[src/inc/sensor_ctrl_pkg.sv]
/*
  Shared constants and carrier types for the power-down, status and command
  register group of the tilt sensor.
  Assumes a single 125 MHz system clock and a 16-bit serial frame.
*/
// Operation
// - Power-down time is low byte of duration register times half a second.
// - Zero keeps running; non-zero powers down at next data output update.
// - Duration register clears at power-up and on leaving power-down.
// - Power-down ends only on timeout, hardware reset or power cycling; the code also ends it on a software reset command.
// - After power-down, wait about 2 ms before the next conversion.
// - Entering power-down clears new-data flags and forces data-ready inactive.
// - Pending alarm or error shows in bit 14 of every data output register.
// - Status bit 9 is alarm 2, bit 8 is alarm 1.
// - Status bits 3..0: comm failure, update failure, supply high, supply low.
// - Reading the status register clears all its flags.
// - Flags are set again every cycle while their condition lasts.
// - Commands start by writing one to their bit; bits are not kept.
// - Command bit 7 resets the whole device.
// - Command bit 3 stores nonvolatile registers to flash.
// - Command bit 2 latches the auxiliary DAC value; output changes only then.
// - Command bit 1 sets offsets to 000h, scales to 800h, clears filter.
// - Factory reset then stores nonvolatile registers to flash.
// - Command bit 0 nulls X/Y offsets, then stores to flash.
// - A flash store takes up to 50 ms.

`default_nettype none

package sensor_ctrl_pkg;

  // ==========================================================================
  // Timing
  localparam int unsigned CLK_HZ = 125_000_000;
  localparam int unsigned PD_STEP_MS = 500;
  localparam int unsigned PD_STEP_CYCLES = CLK_HZ / 1000 * PD_STEP_MS;
  localparam int unsigned RECOVERY_US = 2000;
  localparam int unsigned RECOVERY_CYCLES = CLK_HZ / 1_000_000 * RECOVERY_US;
  localparam int unsigned FLASH_MS = 50;
  localparam int unsigned FLASH_CYCLES = CLK_HZ / 1000 * FLASH_MS;

  // ==========================================================================
  // Serial frame
  localparam logic [4:0] FRAME_BITS = 5'h10;
  localparam logic [4:0] BITCNT_MAX = 5'h1f;
  localparam int WR_BIT = 15;
  localparam int ADDR_HI = 13;
  localparam int ADDR_LO = 8;

  // ==========================================================================
  // Register byte addresses and reset values
  localparam logic [5:0] ADDR_PD_LO = 6'h3a;
  localparam logic [5:0] ADDR_STATUS = 6'h3c;
  localparam logic [5:0] ADDR_CMD = 6'h3e;
  localparam logic [15:0] PD_RESET = 16'h0000;
  localparam logic [15:0] STATUS_RESET = 16'h0000;

  // ==========================================================================
  // Status field positions
  localparam int ST_ALARM2 = 9;
  localparam int ST_ALARM1 = 8;
  localparam int ST_COMM_ERR = 3;
  localparam int ST_UPDATE_ERR = 2;
  localparam int ST_SUPPLY_HIGH = 1;
  localparam int ST_SUPPLY_LOW = 0;
  localparam int DATA_PENDING_BIT = 14;

  // ==========================================================================
  // Command bit positions
  localparam int CMD_SW_RESET = 7;
  localparam int CMD_FLASH_STORE = 3;
  localparam int CMD_DAC_LATCH = 2;
  localparam int CMD_FACTORY = 1;
  localparam int CMD_NULL = 0;

  // Factory calibration defaults applied by the consumer of factory_reset
  localparam logic [11:0] OFFSET_DEFAULT = 12'h000;
  localparam logic [11:0] SCALE_DEFAULT = 12'h800;

  // ==========================================================================
  // Carriers
  typedef struct packed {
    logic alarm2;
    logic alarm1;
    logic update_fail;
    logic supply_high;
    logic supply_low;
  } status_cond_t;

  typedef struct packed {
    logic sw_reset;
    logic flash_store;
    logic dac_latch;
    logic factory_reset;
    logic null_offsets;
  } cmd_pulse_t;

  typedef enum logic [2:0] {
    PS_RUN = 3'b001,
    PS_DOWN = 3'b010,
    PS_RECOVER = 3'b100
  } pwr_state_t;

endpackage

`default_nettype wire

[src/hw/sync_stage2.sv]
/*
  Two-flop synchroniser for a vector of independent levels.
  Assumes each bit is a slow level; no bus coherence across bits.
*/
`default_nettype none

module sync_stage2 #(
  parameter int W = 1
) (
  // Clock and reset
  input wire logic mclk_i,
  input wire logic reset_i,
  input wire logic [W-1:0] init_i,
  // Data
  input wire logic [W-1:0] d_i,
  output logic [W-1:0] q_o
);

  logic [W-1:0] meta_reg;

  always_ff @(posedge mclk_i) begin
    if (reset_i) begin
      meta_reg <= init_i;
      q_o <= init_i;
    end else begin
      meta_reg <= d_i;
      q_o <= meta_reg;
    end
  end

endmodule

`default_nettype wire

[src/hw/sensor_power_status_command_regs.sv]
/*
  Power-down timer, clear-on-read status and write-only command register,
  reached over a 16-bit serial slave port (clock idles high, data sampled on
  the rising clock edge).
  Assumes the serial pins are asynchronous to mclk_i and that the serial
  clock is at least four times slower than mclk_i.
  Limitation: a cut frame only raises the comm flag; nothing else acts.
  The serial port stays live during power-down and recovery.
*/
`default_nettype none

module sensor_power_status_command_regs
  import sensor_ctrl_pkg::*;
#(
  parameter int unsigned PD_STEP_CYC = PD_STEP_CYCLES,
  parameter int unsigned RECOVERY_CYC = RECOVERY_CYCLES,
  parameter int unsigned FLASH_CYC = FLASH_CYCLES,
  parameter int DAC_W = 12
) (
  // Clock and reset
  input wire logic mclk_i,
  input wire logic reset_i,
  // Serial port
  input wire logic sclk_i,
  input wire logic cs_n_i,
  input wire logic mosi_i,
  output logic miso_o,
  output logic miso_oe_o,
  // Alarm and error conditions
  input wire status_cond_t cond_i,
  // Conversion side
  input wire logic data_update_i,
  input wire logic data_ready_i,
  output logic data_ready_o,
  output logic new_data_clear_o,
  output logic flag_pending_o,
  output logic powered_down_o,
  output logic recovering_o,
  // Commands
  output cmd_pulse_t cmd_o,
  output logic flash_busy_o,
  // Auxiliary DAC
  input wire logic [DAC_W-1:0] dac_value_i,
  output logic [DAC_W-1:0] dac_out_o
);

  // ==========================================================================
  // State
  typedef struct packed {
    logic sclk_d;
    logic csn_d;
    logic [4:0] bit_cnt;
    logic [15:0] shift_in;
    logic [15:0] shift_out;
    logic [15:0] rd_word;
    logic miso;
    logic miso_oe;
    logic [7:0] pd_dur;
    logic [15:0] status;
    pwr_state_t pwr;
    logic [7:0] remaining;
    logic [31:0] pd_cnt;
    logic [31:0] flash_cnt;
    logic flash_busy;
    logic flash_pend;
    cmd_pulse_t cmd;
    logic [DAC_W-1:0] dac_out;
    logic data_ready;
    logic nd_clear;
    logic flag_pending;
    logic pwr_down;
    logic pwr_rec;
  } state_t;

  // Pins reset to their idle levels so no false edge follows reset
  localparam logic SCLK_IDLE = 1'b1;
  localparam logic CSN_IDLE = 1'b1;
  localparam logic MOSI_IDLE = 1'b0;
  localparam logic [2:0] PIN_IDLE = {SCLK_IDLE, CSN_IDLE, MOSI_IDLE};

  // Duration codes seen by the power-down sequencer
  localparam logic [7:0] PD_OFF = 8'h00;
  localparam logic [7:0] PD_LAST = 8'h01;

  localparam state_t ST_RESET = '{
    default: '0,
    sclk_d: SCLK_IDLE,
    csn_d: CSN_IDLE,
    pd_dur: PD_RESET[7:0],
    status: STATUS_RESET,
    pwr: PS_RUN
  };

  state_t st_reg;
  state_t st_next;

  // ==========================================================================
  // Pin synchronisation
  logic [2:0] pins_s;
  logic sclk_s;
  logic csn_s;
  logic mosi_s;

  sync_stage2 #(
    .W(3)
  ) u_pin_sync (
    .mclk_i(mclk_i),
    .reset_i(reset_i),
    .init_i(PIN_IDLE),
    .d_i({sclk_i, cs_n_i, mosi_i}),
    .q_o(pins_s)
  );

  assign sclk_s = pins_s[2];
  assign csn_s = pins_s[1];
  assign mosi_s = pins_s[0];

  // ==========================================================================
  // Next-state logic
  logic sclk_rise;
  logic cs_fall;
  logic cs_rise;
  logic sw_rst;
  logic [15:0] events;
  logic [15:0] clr;
  logic [15:0] flag_mask;
  logic [5:0] addr;
  logic [7:0] wdata;
  logic [4:0] word_addr;
  logic frame_ok;
  logic frame_wr;
  logic step_en;
  logic rec_en;
  logic flash_en;

  always_comb begin
    st_next = st_reg;
    sw_rst = 1'b0;
    events = '0;
    clr = '0;
    flag_mask = '0;
    addr = st_reg.shift_in[ADDR_HI:ADDR_LO];
    wdata = st_reg.shift_in[7:0];

    // Reads decode the word address; either byte address returns the whole word
    word_addr = addr[5:1];
    frame_ok = (st_reg.bit_cnt == FRAME_BITS);
    frame_wr = st_reg.shift_in[WR_BIT];

    // Divider terminal counts act as one-cycle enables
    step_en = (st_reg.pd_cnt == PD_STEP_CYC - 1);
    rec_en = (st_reg.pd_cnt == RECOVERY_CYC - 1);
    flash_en = (st_reg.flash_cnt == FLASH_CYC - 1);

    // Edge detectors start at the idle levels of their pins
    st_next.cmd = '0;
    st_next.nd_clear = 1'b0;
    st_next.sclk_d = sclk_s;
    st_next.csn_d = csn_s;
    sclk_rise = sclk_s & ~st_reg.sclk_d;
    cs_fall = ~csn_s & st_reg.csn_d;
    cs_rise = csn_s & ~st_reg.csn_d;

    // Conditions are sampled every cycle so a lasting one re-sets its flag
    events[ST_ALARM2] = cond_i.alarm2;
    events[ST_ALARM1] = cond_i.alarm1;
    events[ST_UPDATE_ERR] = cond_i.update_fail;
    events[ST_SUPPLY_HIGH] = cond_i.supply_high;
    events[ST_SUPPLY_LOW] = cond_i.supply_low;
    flag_mask[ST_ALARM2] = 1'b1;
    flag_mask[ST_ALARM1] = 1'b1;
    flag_mask[ST_COMM_ERR] = 1'b1;
    flag_mask[ST_UPDATE_ERR] = 1'b1;
    flag_mask[ST_SUPPLY_HIGH] = 1'b1;
    flag_mask[ST_SUPPLY_LOW] = 1'b1;

    // ========================================================================
    // Flash store sequencing
    if (st_reg.flash_pend) begin
      // Issued one cycle after the command so defaults/null land first
      st_next.flash_pend = 1'b0;
      st_next.cmd.flash_store = 1'b1;
      st_next.flash_busy = 1'b1;
      st_next.flash_cnt = '0;
    end else if (st_reg.flash_busy) begin
      if (flash_en) begin
        st_next.flash_busy = 1'b0;
      end else begin
        st_next.flash_cnt = st_reg.flash_cnt + 32'h1;
      end
    end

    // ========================================================================
    // Serial shifter
    if (cs_fall) begin
      // Answer of the previous read frame goes out now
      st_next.bit_cnt = '0;
      st_next.shift_out = st_reg.rd_word;
      st_next.miso = st_reg.rd_word[15];
      st_next.miso_oe = 1'b1;
    end else if (!csn_s && sclk_rise) begin
      // Next bit moves out right after the master has sampled this one
      st_next.shift_in = {st_reg.shift_in[14:0], mosi_s};
      st_next.shift_out = {st_reg.shift_out[14:0], 1'b0};
      st_next.miso = st_reg.shift_out[14];
      if (st_reg.bit_cnt != BITCNT_MAX) begin
        st_next.bit_cnt = st_reg.bit_cnt + 5'h1;
      end
    end

    // ========================================================================
    // Frame decode at chip-select release
    // Acting only on select release means a cut frame never acts
    if (cs_rise) begin
      // Line parked low while deselected; the enable tells the pad
      st_next.miso_oe = 1'b0;
      st_next.miso = 1'b0;
      if (!frame_ok) begin
        // Short or long frame is dropped and reported
        events[ST_COMM_ERR] = 1'b1;
      end else if (frame_wr) begin
        st_next.rd_word = '0;
        // Status and odd bytes take no write
        if (addr == ADDR_PD_LO) begin
          st_next.pd_dur = wdata;
        end
        // Command bits act once and are never stored
        if (addr == ADDR_CMD) begin
          if (wdata[CMD_DAC_LATCH]) begin
            st_next.dac_out = dac_value_i;
            st_next.cmd.dac_latch = 1'b1;
          end
          if (wdata[CMD_FACTORY]) begin
            st_next.cmd.factory_reset = 1'b1;
            st_next.flash_pend = 1'b1;
          end
          if (wdata[CMD_NULL]) begin
            st_next.cmd.null_offsets = 1'b1;
            st_next.flash_pend = 1'b1;
          end
          if (wdata[CMD_FLASH_STORE]) begin
            st_next.flash_pend = 1'b1;
          end
          sw_rst = wdata[CMD_SW_RESET];
        end
      end else begin
        case (word_addr)
          ADDR_PD_LO[5:1]: st_next.rd_word = {8'h00, st_reg.pd_dur};
          ADDR_STATUS[5:1]: begin
            st_next.rd_word = st_reg.status;
            clr = flag_mask;
          end
          default: st_next.rd_word = '0;
        endcase
      end
    end

    // Set wins over the clear of the same read
    st_next.status = ((st_reg.status & ~clr) | events) & flag_mask;

    // ========================================================================
    // Power-down sequencer
    case (st_reg.pwr)
      PS_RUN: begin
        if (st_reg.pd_dur != PD_OFF && data_update_i) begin
          st_next.pwr = PS_DOWN;
          st_next.remaining = st_reg.pd_dur;
          st_next.pd_dur = PD_OFF;
          st_next.pd_cnt = '0;
          st_next.nd_clear = 1'b1;
        end
      end
      PS_DOWN: begin
        // Only the last half-second step, reset_i or a software reset command leaves this state
        if (step_en) begin
          st_next.pd_cnt = '0;
          if (st_reg.remaining == PD_LAST) begin
            st_next.pwr = PS_RECOVER;
            st_next.pd_dur = PD_OFF;
          end else begin
            st_next.remaining = st_reg.remaining - PD_LAST;
          end
        end else begin
          st_next.pd_cnt = st_reg.pd_cnt + 32'h1;
        end
      end
      PS_RECOVER: begin
        // Conversions stay blocked until the converter has settled
        if (rec_en) begin
          st_next.pwr = PS_RUN;
          st_next.pd_cnt = '0;
        end else begin
          st_next.pd_cnt = st_reg.pd_cnt + 32'h1;
        end
      end
      default: begin
        st_next.pwr = PS_RUN;
        st_next.pd_cnt = '0;
      end
    endcase

    // Data-ready is held low from power-down until recovery ends
    st_next.data_ready = data_ready_i && (st_next.pwr == PS_RUN);
    st_next.flag_pending = |st_next.status;

    // Software reset restarts everything but still reports itself
    if (sw_rst) begin
      st_next = ST_RESET;
      st_next.cmd.sw_reset = 1'b1;
    end

    // Level outputs decoded here so each port leaves a flip-flop
    st_next.pwr_down = (st_next.pwr == PS_DOWN);
    st_next.pwr_rec = (st_next.pwr == PS_RECOVER);
  end

  always_ff @(posedge mclk_i) begin
    if (reset_i) begin
      st_reg <= ST_RESET;
    end else begin
      st_reg <= st_next;
    end
  end

  // ==========================================================================
  // Outputs
  assign miso_o = st_reg.miso;
  assign miso_oe_o = st_reg.miso_oe;
  assign data_ready_o = st_reg.data_ready;
  assign new_data_clear_o = st_reg.nd_clear;
  assign flag_pending_o = st_reg.flag_pending;
  assign powered_down_o = st_reg.pwr_down;
  assign recovering_o = st_reg.pwr_rec;
  assign cmd_o = st_reg.cmd;
  assign flash_busy_o = st_reg.flash_busy;
  assign dac_out_o = st_reg.dac_out;

endmodule

`default_nettype wire

[config.mk]
export PLATFORM = sky130hd
export DESIGN_NAME = sensor_power_status_command_regs
export DESIGN_NICKNAME = d
export VERILOG_FILES = /design/src/inc/sensor_ctrl_pkg.sv /design/src/hw/sync_stage2.sv /design/src/hw/sensor_power_status_command_regs.sv
export SDC_FILE = /design/constraint.sdc
export NUM_CORES = 1
export LEC_CHECK = 0
export BUFFER_PORTS_ARGS = -buffer_cell sky130_fd_sc_hd__buf_2
export CAP_MARGIN = 5
export CORE_UTILIZATION = 51
export DETAILED_ROUTE_END_ITERATION = 16
export PLACE_DENSITY = 0.72
export SKIP_CTS_REPAIR_TIMING = 1
export SLEW_MARGIN = 20
export SYNTH_ARGS = -nofsm -noshare
export SYNTH_HDL_FRONTEND = slang
export SYNTH_SLANG_ARGS = --single-unit
[constraint.sdc]
create_clock -name mclk_i -period 2.2 [get_ports mclk_i]
set_input_delay 0.11 -clock mclk_i [delete_from_list [all_inputs] [get_ports mclk_i]]
set_output_delay 0.11 -clock mclk_i [all_outputs]
set_load 0.005 [all_outputs]
**Yosys cells after proc, flatten, opt, wreduce, memory -nomap -nowiden**

Cells that the tools add are included.

- Output and inout port bits: 25
- Input bits: 24
- Bits in registers: 175
- Logic and storage cells: 144

- $add $sub $neg: 4
- Muxes and demuxes: 56
- Bitwise logic cells: 16
- Eq/ne operators: 19
- Reduce and logical (&&, ||, !) cells: 20

Operator list:

| operator | count |
|---|---|
| two-way mux 99 bit | 1 |
| two-way mux 32 bit | 3 |
| one-hot mux 32 bit (3 select lines) | 1 |
| two-way mux 15 bit | 6 |
| two-way mux 33 bit | 2 |
| adder 32 x 1 -> 32 bit (second input constant) | 2 |
| two-way mux 8 bit | 8 |
| two-way mux 10 bit | 5 |
| two-way mux 43 bit | 1 |
| equality test 32 x 18 -> 1 bit (second input constant) | 1 |
| equality test 32 x 23 -> 1 bit (second input constant) | 1 |
| equality test 32 x 26 -> 1 bit (second input constant) | 1 |
| one-hot mux 8 bit (2 select lines) | 2 |
| two-way mux 1 bit | 21 |
| one-hot mux 10 bit (2 select lines) | 1 |
| equality test 5 bit (second input constant) | 3 |
| equality test 6 bit (second input constant) | 2 |
| two-way mux 12 bit | 1 |
| OR reduction 3 bit | 4 |
| OR reduction 6 bit | 2 |
| two-way mux 11 bit | 1 |
| AND 10 bit | 1 |
| NOT 1 bit | 10 |
| NOT 10 bit | 1 |
| 20 further kinds | 34 |

**Depth between registers and ports, before layout**

Gate-level depths: netlist (run 1).

- Word-level depth: 11
- Mapped depth: 10
- Mapped depth without buffers: 8

**By module**

A second synthesis (run 1) with hierarchy kept.

- Cells, all modules: 855
- Area total of the unflattened synthesis: 7,448.4 um^2

Modules (own cells, without submodules):

| module | sequential area each (um^2) | area an instance (um^2) | cells an instance | times used |
|---|---|---|---|---|
| sensor_power_status_command_regs | 3,263.1 | 7,226.9 | 842 | 1 |
| sync_stage2 | 120.1 | 221.5 | 13 | 1 |

**Worst setup path after synthesis (run 1)**

No wires, ideal clock.

- Path type: flip-flop to flip-flop
- From: reg st_reg[62] (netlist bit)
- To: reg st_reg[57] (netlist bit)
- Setup slack: 85 ps
- Data required time: 2,072 ps
- Stages on the path, launching flop included: 11
- Path buffers: 4
- Arrival: 1,987 ps
- Setup time: 128 ps
- Clock period less this slack: 2,115 ps
- Cell sequence: dfxtp_1 > buf_2 > nor4b_1 > nand4_1 > or3b_1 > buf_2 > o2bb2ai_2 > buf_6 > buf_6 > a22oi_1 > nor2_1

- Word-level cells in the longest chain between the ends: 3
- Elaborated cells between the ends (all ways): 5
- Those cells by class: 2 x eq/ne; 3 x mux

RTL lines:

| what | RTL line | text |
|---|---|---|
| start: declaration | sensor_power_status_command_regs.sv:94 | `state_t st_reg;` |
| start signal: assignment | sensor_power_status_command_regs.sv:321 | `st_reg <= st_next;` |
| equality test 32 x 18 -> 1 bit / equality test 32 x 26 -> 1 bit (equally long branches) | sensor_power_status_command_regs.sv:152, sensor_power_status_command_regs.sv:151 |  |
| two-way mux 32 bit, on equally long branches | sensor_power_status_command_regs.sv:289, sensor_power_status_command_regs.sv:275 |  |
| one-hot mux 32 bit (3 select lines) (*) | sensor_power_status_command_regs.sv:263 | `case (st_reg.pwr)` |

Mark *: on every way between the ends. The rest lies on a longest branch, timed or not.
A chain may end at the register's enable or synchronous reset.

**Worst setup path in the final report (run 1)**

- From: reg st_reg[72] (netlist bit)
- To: reg st_reg[94] (netlist bit)

- Word-level cells in the longest chain between the ends: 3

RTL lines:

| what | RTL line | text |
|---|---|---|
| equality test 32 x 26 -> 1 bit | sensor_power_status_command_regs.sv:151 | `step_en = (st_reg.pd_cnt == PD_STEP_CYC - 1);` |
| inequality test 2 bit (no source line) | -- |  |
| AND reduction 4 bit (no source line) | -- |  |

Every way passes these cells.

==> results summary, run 1 <==
The run finished with clean final reports. In this run, synthesis produced a sequential element count of 169. The starting density of the core came out at 52.00%. In this run the most used layer during global routing was met2. The switching portion of total power is 21.98%.

The routability congestion estimate came out at 0.8273. The area of the core is 14480 um^2. The worst setup path is captured at a register. The share of total power in combinational logic came out at 2.9%. Data on the critical path arrives at its endpoint at 2.50 ns. The peak clock frequency supported by timing came out at 467.4 MHz. The internal cell power is 4.983 mW. The clock arrives with 0.009796 ns of skew. In the final layout, the share of cells above drive strength 1 is 18.82%. The worst setup path is of the reg2reg kind.

The worst path uses 97.25% of the clock period. The met2 layer usage reported by global route came out at 34.29%. The die covers 15250 um^2. Setup repair after global routing could not meet its margin everywhere. The final worst slack is 0.06048 ns.

The DRC violation total after the first TritonRoute iteration is 514. The clock reaches the later pin of the worst-skew pair after 0.43 ns. The maximum level of the CTS H-tree came out at 4.

The area of the multi-input gates came out at 3791 um^2. The synthesized-area fraction occupied by adder cells came out at 1.163%. The via count of the first global-routing pass came out at 5518. The final non-filler cell total is 1188.

During placement, the flow inserted port buffers numbering 48. The proportion of synthesized flip-flops having asynchronous set or reset is 0%. In this run the horizontal extent of the chip is 123.5 um. The DRC violations left came out at 0. The sum of net half-perimeters after detailed placement is 11.10 mm.

The worst slack at placement came out at -0.03304 ns. The total of warnings raised by yosys is 0. The ratio of routed vias to standard cells is 5.440. The kind of start point of the critical path is a register. In this design, the stage delay of the slowest critical-path cell is 0.57 ns. Summing the areas of all compound-gate instances in the mapped netlist gives 10.74% of the synthesized area.

After the last flow step, the layout net total stands at 1022. The cell area after synthesis came out at 7528 um^2. The sequential cells in the finished layout cover a total of 3387 um^2. The critical path required time came out at 2.56 ns. Summing the areas of all xor and xnor instances in the mapped netlist gives 6.515% of the synthesized area. The clock tree buffer depth is 2. The power density over the cells is 700.6 nW/um^2. The library cell used most frequently in the layout, excluding fill and tap cells, is dfxtp_1. Averaged over all synthesized cells, the footprint is 8.402 um^2.

The final routed wirelength across all metal layers came out at 16.81 mm. The detailed-router iteration count before antenna repair came out at 5. The overall overflow remaining after global route came out at 0.

The first-pass GRT wire length came out at 26.01 mm. The distinct cell type count after synthesis is 63. The portion of total power attributed to sequential cells came out at 48.5%. In this run, CTS created clock tree buffers numbering 17. The share of synthesized cell area in and, or, nand and nor gates came out at 27.31%. The worst ir drop on vdd is 551.6 uV. The largest individual stage delay along the critical path comes from the cell or4_4. The min-delay analysis places its worst path in the category in2reg. The met1 layer usage reported by global route is 29.17%. The setup violation total in the final timing report came out at 0.

The number of placed instances, taps included, is 1130. The net switching component of the power came out at 1.404 mW. The share of total power dissipated in the clock network is 48.6%. The critical path goes through nand2_2 > or4_1 > or4_4 > o31ai_4 > nand2_1 > a21oi_2. The number of top-level design ports came out at 49.

The maximum fanout along the worst path is 5. The tool flagged a number of max-cap violations equal to 0. On the critical path the largest part of the delay comes from simple AND/OR/NAND/NOR gates.

Among all flip-flop cells after synthesis, the most frequent one is dfxtp_1. The maximum number of pins on one net before global-route repair came out at 33. The repair_antennas step left the layout with diodes totalling 0. The residual antenna-violating net count after detailed routing came out at 0. The total global-route track usage came out at 21.56%.

Clock-pin slew was measured on the worst setup and hold paths at 0.07 ns. The total via count after detailed routing is 6463. The measured slew at the worst slew-check pin came out at 0.6116 ns. The cell count after synthesis came out at 896. The number of sinks driven by the clock tree is 169.

The final number of max-transition violations came to 0. The fill cell instance count of the final layout is 1221. Measured against its own limit, the worst slew margin works out to 59.08%.

The buffers plus inverters on the worst setup path came out at 0. The count of final hold-check violations came out at 0. The met3 layer usage reported by global route came out at 4.520%. Subtracting the final worst setup slack from the clock period gives 2.140 ns.

The register with the most flip-flops in the layout has 131 of them. The leakage power summed over all cells is 3.340 nW. The dominant combinational cell family by area after synthesis is simple AND/OR/NAND/NOR gates. The cell chosen for the clock root is clkbuf_16. Final hold analysis gives a worst-case slack of 0.02077 ns.

TritonCTS built the clock tree. After synthesis, the share of cell area in mux cells is 3.208%. The proportion of synthesized chip area in sequential cells is 44.94%. The number of flops mapped to enable cells by yosys is 0. The net count after synthesis is 927.

Total power for the finished layout comes to 6.387 mW. The height of the die is 123.5 um. The number of antenna violations at the first check in global routing is 0.

The average routed wire per standard cell is 14.15 um. Compared with the post-synthesis result, the final layout area differs by 21.09%. The number of rows in the core area came out at 44. The library cells used most frequently in the layout, excluding fill and tap cells, are 166 x dfxtp_1, 158 x nor2_1, 94 x nand2_1, 62 x buf_4, 52 x a21oi_1.
## cell families after synthesis
family          count (synthesis)
fa+ha+maj                       7
flops                         169
compound gates                129
xor+xnor                       56
buf+inv                        85
simple gates                  426
mux                            24
## synth_stat cells, types with 15 or more instances
master	n	area (um^2)
buf_4	19	142.6
nor4_1	18	112.6
inv_1	25	93.84
mux2i_1	23	230.2
a21oi_1	55	275.3
nand2_1	94	352.8
clkbuf_1	19	71.32
nor3_1	24	120.1
nand3_1	28	140.1
o21ai_0	16	80.08
xor2_1	15	131.4
a22oi_1	18	135.1
dfxtp_1	169	3383
and3_1	19	118.9
xnor2_1	41	359.1
nor2_1	159	596.8
nand4_1	16	100.1
## worst reg2reg max path: stages, from the launching register on
cell	delay [ns]
dfxtp_2	0.38
nand2_2	0.10
or4_1	0.55
or4_4	0.57
o31ai_4	0.27
nand2_1	0.10
a21oi_2	0.12
## stage by stage
step           area [um^2]  util, %  setup TNS, ns
2_1_floorplan         7528        -              0
3_3_place_gp          8159    56.35              0
3_5_place_dp          8159    56.35       -0.05063
4_1_cts               8777    60.62        -0.1431
5_1_grt               9116    62.96        -0.1567
6_report              9116    62.96              0
## layer usage
layer	part of all wire [%]	routed length [um]
met1	48	8092
met4	1.4	228
met5	0	0
met3	3.0	510
met2	47	7983
## path summary, 6_finish.rpt
path | end | cells past startpoint | slack [ns] | from
worst max register to register | st_reg[94]$_SDFFE_PP0P_ | 6 | 0.06 | st_reg[72]$_SDFFE_PP0N_
worst min-delay path | miso_oe_o$_SDFFE_PP0P_ | 2 | 0.02 | reset_i
worst max-delay path | st_reg[94]$_SDFFE_PP0P_ | 6 | 0.06 | st_reg[72]$_SDFFE_PP0N_
worst min register to register | u_pin_sync.q_o[2]$_SDFF_PP1_ | 1 | 0.41 | u_pin_sync.meta_reg[2]$_SDFF_PP1_
## final cells by class
class                           instances  share of cell area [%]
Clock buffer                           17                   4.666
Clock inverter                         15                   2.114
Inverter                               25                   1.029
Multi-Input combinational cell        643                   41.59
Sequential cell                       169                   37.15
Tap cell                              184                   2.525
Timing Repair Buffer                  135                   10.93
## power by group through the flow
stage          sequential (mW)  clock (mW)  combinational (mW)
3_5_place_dp              3.17           0               0.154
4_1_cts                   3.10        3.14               0.154
5_1_grt                   3.10        3.27               0.206
3_3_place_gp              3.17           0               0.153
6_report                  3.10        3.10               0.187
2_1_floorplan             3.16           0              0.0932
Note: power is estimated with default switching activity, not from simulation.
==> run 2, diff against run 1 <==
--- a/config.mk
+++ b/config.mk
@@ -9,7 +9,7 @@
 export CAP_MARGIN = 5
 export CORE_UTILIZATION = 51
 export DETAILED_ROUTE_END_ITERATION = 16
-export PLACE_DENSITY = 0.72
+export PLACE_DENSITY = 0.8
 export SKIP_CTS_REPAIR_TIMING = 1
 export SLEW_MARGIN = 20
 export SYNTH_ARGS = -nofsm -noshare
==> run 2 against run 1 <==
- first-iteration DRC count decreased by 3.9%
- the flow now finishes with violations (hold timing)
- setup slack lost 0.011 ns
- highest routed layer unchanged
- critical path depth unchanged
- worst hold slack worse by 0.026 ns
- clock power increased by 9.7%
- final cell count shrank 1.0%
- via count is 1.8% higher
- global-route usage increased by 1.7 points
- combinational power is 2% higher
- core utilization fell by 0.55 points
- register-to-register slack hardly changed
- count of clock-buffer cells in the layout unchanged
==> results summary, run 2 (synthesized netlist as in run 1, its figures left out) <==
The worst ir drop on vdd came out at 558.9 uV. The total global-route track usage is 23.25%. STA classifies the critical path endpoint as a register. 0 antenna diodes ended up in the layout.

The cell depth of the worst hold path came out at 2. Leaving out fill and tap cells, the most frequent cells in the layout are 163 x dfxtp_1, 159 x nor2_1, 94 x nand2_1, 55 x a21oi_1, 52 x buf_4. The share of final-layout standard cells stronger than drive strength 1 is 17.44%. The number of flip-flops in the largest register is 131.

Entering global routing, the biggest net connects 33 pins. The slack of the worst reg-to-reg path is 0.05 ns. Setup repair after global routing could not meet its margin everywhere.

The number of placed instances, taps included is 1123. No sink is reached through more buffers than the 2 on the longest clock path. The worst endpoint data arrival time is 2.46 ns. TritonCTS built the clock tree. The routability congestion estimate is 0.8849.

The count of nets after finishing is 1010. The die covers 15250 um^2. The destination of the worst hold path is miso_oe_o$_SDFFE_PP0P_.

After detailed routing, the average wire length per cell comes to 14.83 um. The startpoint identified for the worst register-to-register timing path is st_reg[66]$_SDFFE_PP0N_. Summed over all failing endpoints, the final setup total negative slack is 0 ns. The detailed-router iteration count before antenna repair is 5. The worst hold path begins at reset_i. The flow ran to the end, but the final reports show violations. The maximum level of the CTS H-tree is 4. The worst hold path belongs to the class in2reg. The number of cell instances on the worst register-to-register path is 6. The number of sinks driven by the clock tree is 169. The sum of net half-perimeters after detailed placement is 11.16 mm. The shortest clock period the worst path allows after layout came out at 2.151 ns.

The worst-case headroom to the max-slew limit is 52.07%. The DRC violation total after the first TritonRoute iteration came out at 494. Compared with the post-synthesis result, the final layout area differs by 20.03%. The total area inside the core boundary comes to 14480 um^2.

Of all nets on the critical path, the largest fanout is 8. The number of top-level design ports is 49. Setup violations remaining at the end of the flow were counted as 0. The die is 123.5 um tall.

The starting density of the core came out at 52.00%. The leakage power summed over all cells is 3.306 nW. The count of final hold-check violations came out at 1.

The number of buffer cells added on primary ports came out at 48. For the final database, setup skew stands at 0.01048 ns. The clock-pin slew on the worst setup and hold paths came out at 0.07 ns. The critical path required time came out at 2.51 ns. The checks that failed: hold timing. The final number of max-transition violations came to 0. The total via count after detailed routing came out at 6578.

Power spread over the standard cell area amounts to 740.0 nW/um^2. The final critical path takes up 97.76% of the cycle. The total of max-cap violations came out at 0. Dividing the detail-routed via count by the number of cells gives 5.594. STA classifies the critical path startpoint as a register. The total overflow left after global routing is 0. The peak clock frequency supported by timing is 465.0 MHz. The final routed wirelength across all metal layers is 17.44 mm. The classification of the worst setup path is reg2reg. The measured slew at the worst slew-check pin came out at 0.7124 ns.

The worst register-to-register path ends at st_reg[88]$_SDFFE_PP0P_. In the routed design, unresolved DRC markers number 0. The number of clock buffers inserted by TritonCTS is 17. The overall die width is 123.5 um. The root buffer cell chosen for the clock tree is clkbuf_16.

The insertion delay to the later sink of the worst-skew pair came out at 0.43 ns. The first-pass GRT wire length is 27.88 mm. The finished layout holds 1176 standard cells, fillers aside. The tightest hold margin is -0.005717 ns. The number of antenna violations at the first check in global routing came out at 0. The via count of the first global-routing pass is 5894. Once detail routing completed, the nets flagged for antenna violations numbered 0.

The number of rows in the core area is 44. The most common cell after layout, fill and taps aside is dfxtp_1.
==> run 2: area by class of cell <==
| type | count | area (um^2) |
|---|---|---|
| Inverter | 25 | 93.84 |
| Sequential cell | 169 | 3391 |
| Clock inverter | 15 | 251.5 |
| Multi-Input combinational cell | 642 | 3749 |
| Tap cell | 184 | 230.2 |
| Clock buffer | 17 | 425.4 |
| Timing Repair Buffer | 124 | 895.9 |
| Fill cell | 1165 | 5443 |
==> run 2: report_power, final <==
group / total [mW] / switching [mW] / internal, mW / leakage (nW)
Combinational: 0.191 / 0.101 / 0.0898 / 1.61
Sequential: 3.10 / 0.0137 / 3.08 / 1.37
Clock: 3.40 / 1.33 / 2.06 / 0.328
==> run 2: critical path, cell delays in order, from the launching register on <==
cell      delay, ns
dfxtp_1        0.45
nand2_1        0.15
nor4_1         0.33
or3b_4         0.46
a22o_2         0.34
a221oi_1       0.23
a211oi_1       0.08
==> run 2: how the worst max path moves through the flow <==
stage                                  startpoint                       to  slack (ns)
after floorplan           st_reg[62]$_SDFFE_PP0N_  st_reg[57]$_SDFFE_PP0N_        0.09
after global placement    st_reg[61]$_SDFFE_PP0N_   st_reg[115]$_SDFF_PP0_        0.06
after detailed placement  st_reg[61]$_SDFFE_PP0N_  st_reg[88]$_SDFFE_PP0P_        0.01
after CTS                 st_reg[61]$_SDFFE_PP0N_   st_reg[120]$_SDFF_PP0_       -0.01
after global routing      st_reg[66]$_SDFFE_PP0N_  st_reg[95]$_SDFFE_PP0P_       -0.03
final                     st_reg[66]$_SDFFE_PP0N_  st_reg[88]$_SDFFE_PP0P_        0.05
==> run 2: metrics by stage <==
step                      area (um^2)  power (mW)  setup WS, ns  util, %
after floorplan                  7528       3.255       0.08530        -
after global placement           8082       3.316       0.05958    55.82
after detailed placement         8082       3.320       0.01319    55.82
after CTS                        8758       6.694      -0.01033    60.49
after global routing             9036       6.871      -0.02829    62.41
final                            9036       6.686       0.04937    62.41
==> run 2: routing by layer <==
metal	part of all wire, %	GRT usage [%]
met5	0	0
met4	1.7	8.208
met3	5.1	5.120
met2	48	38.09
met1	45	30.01
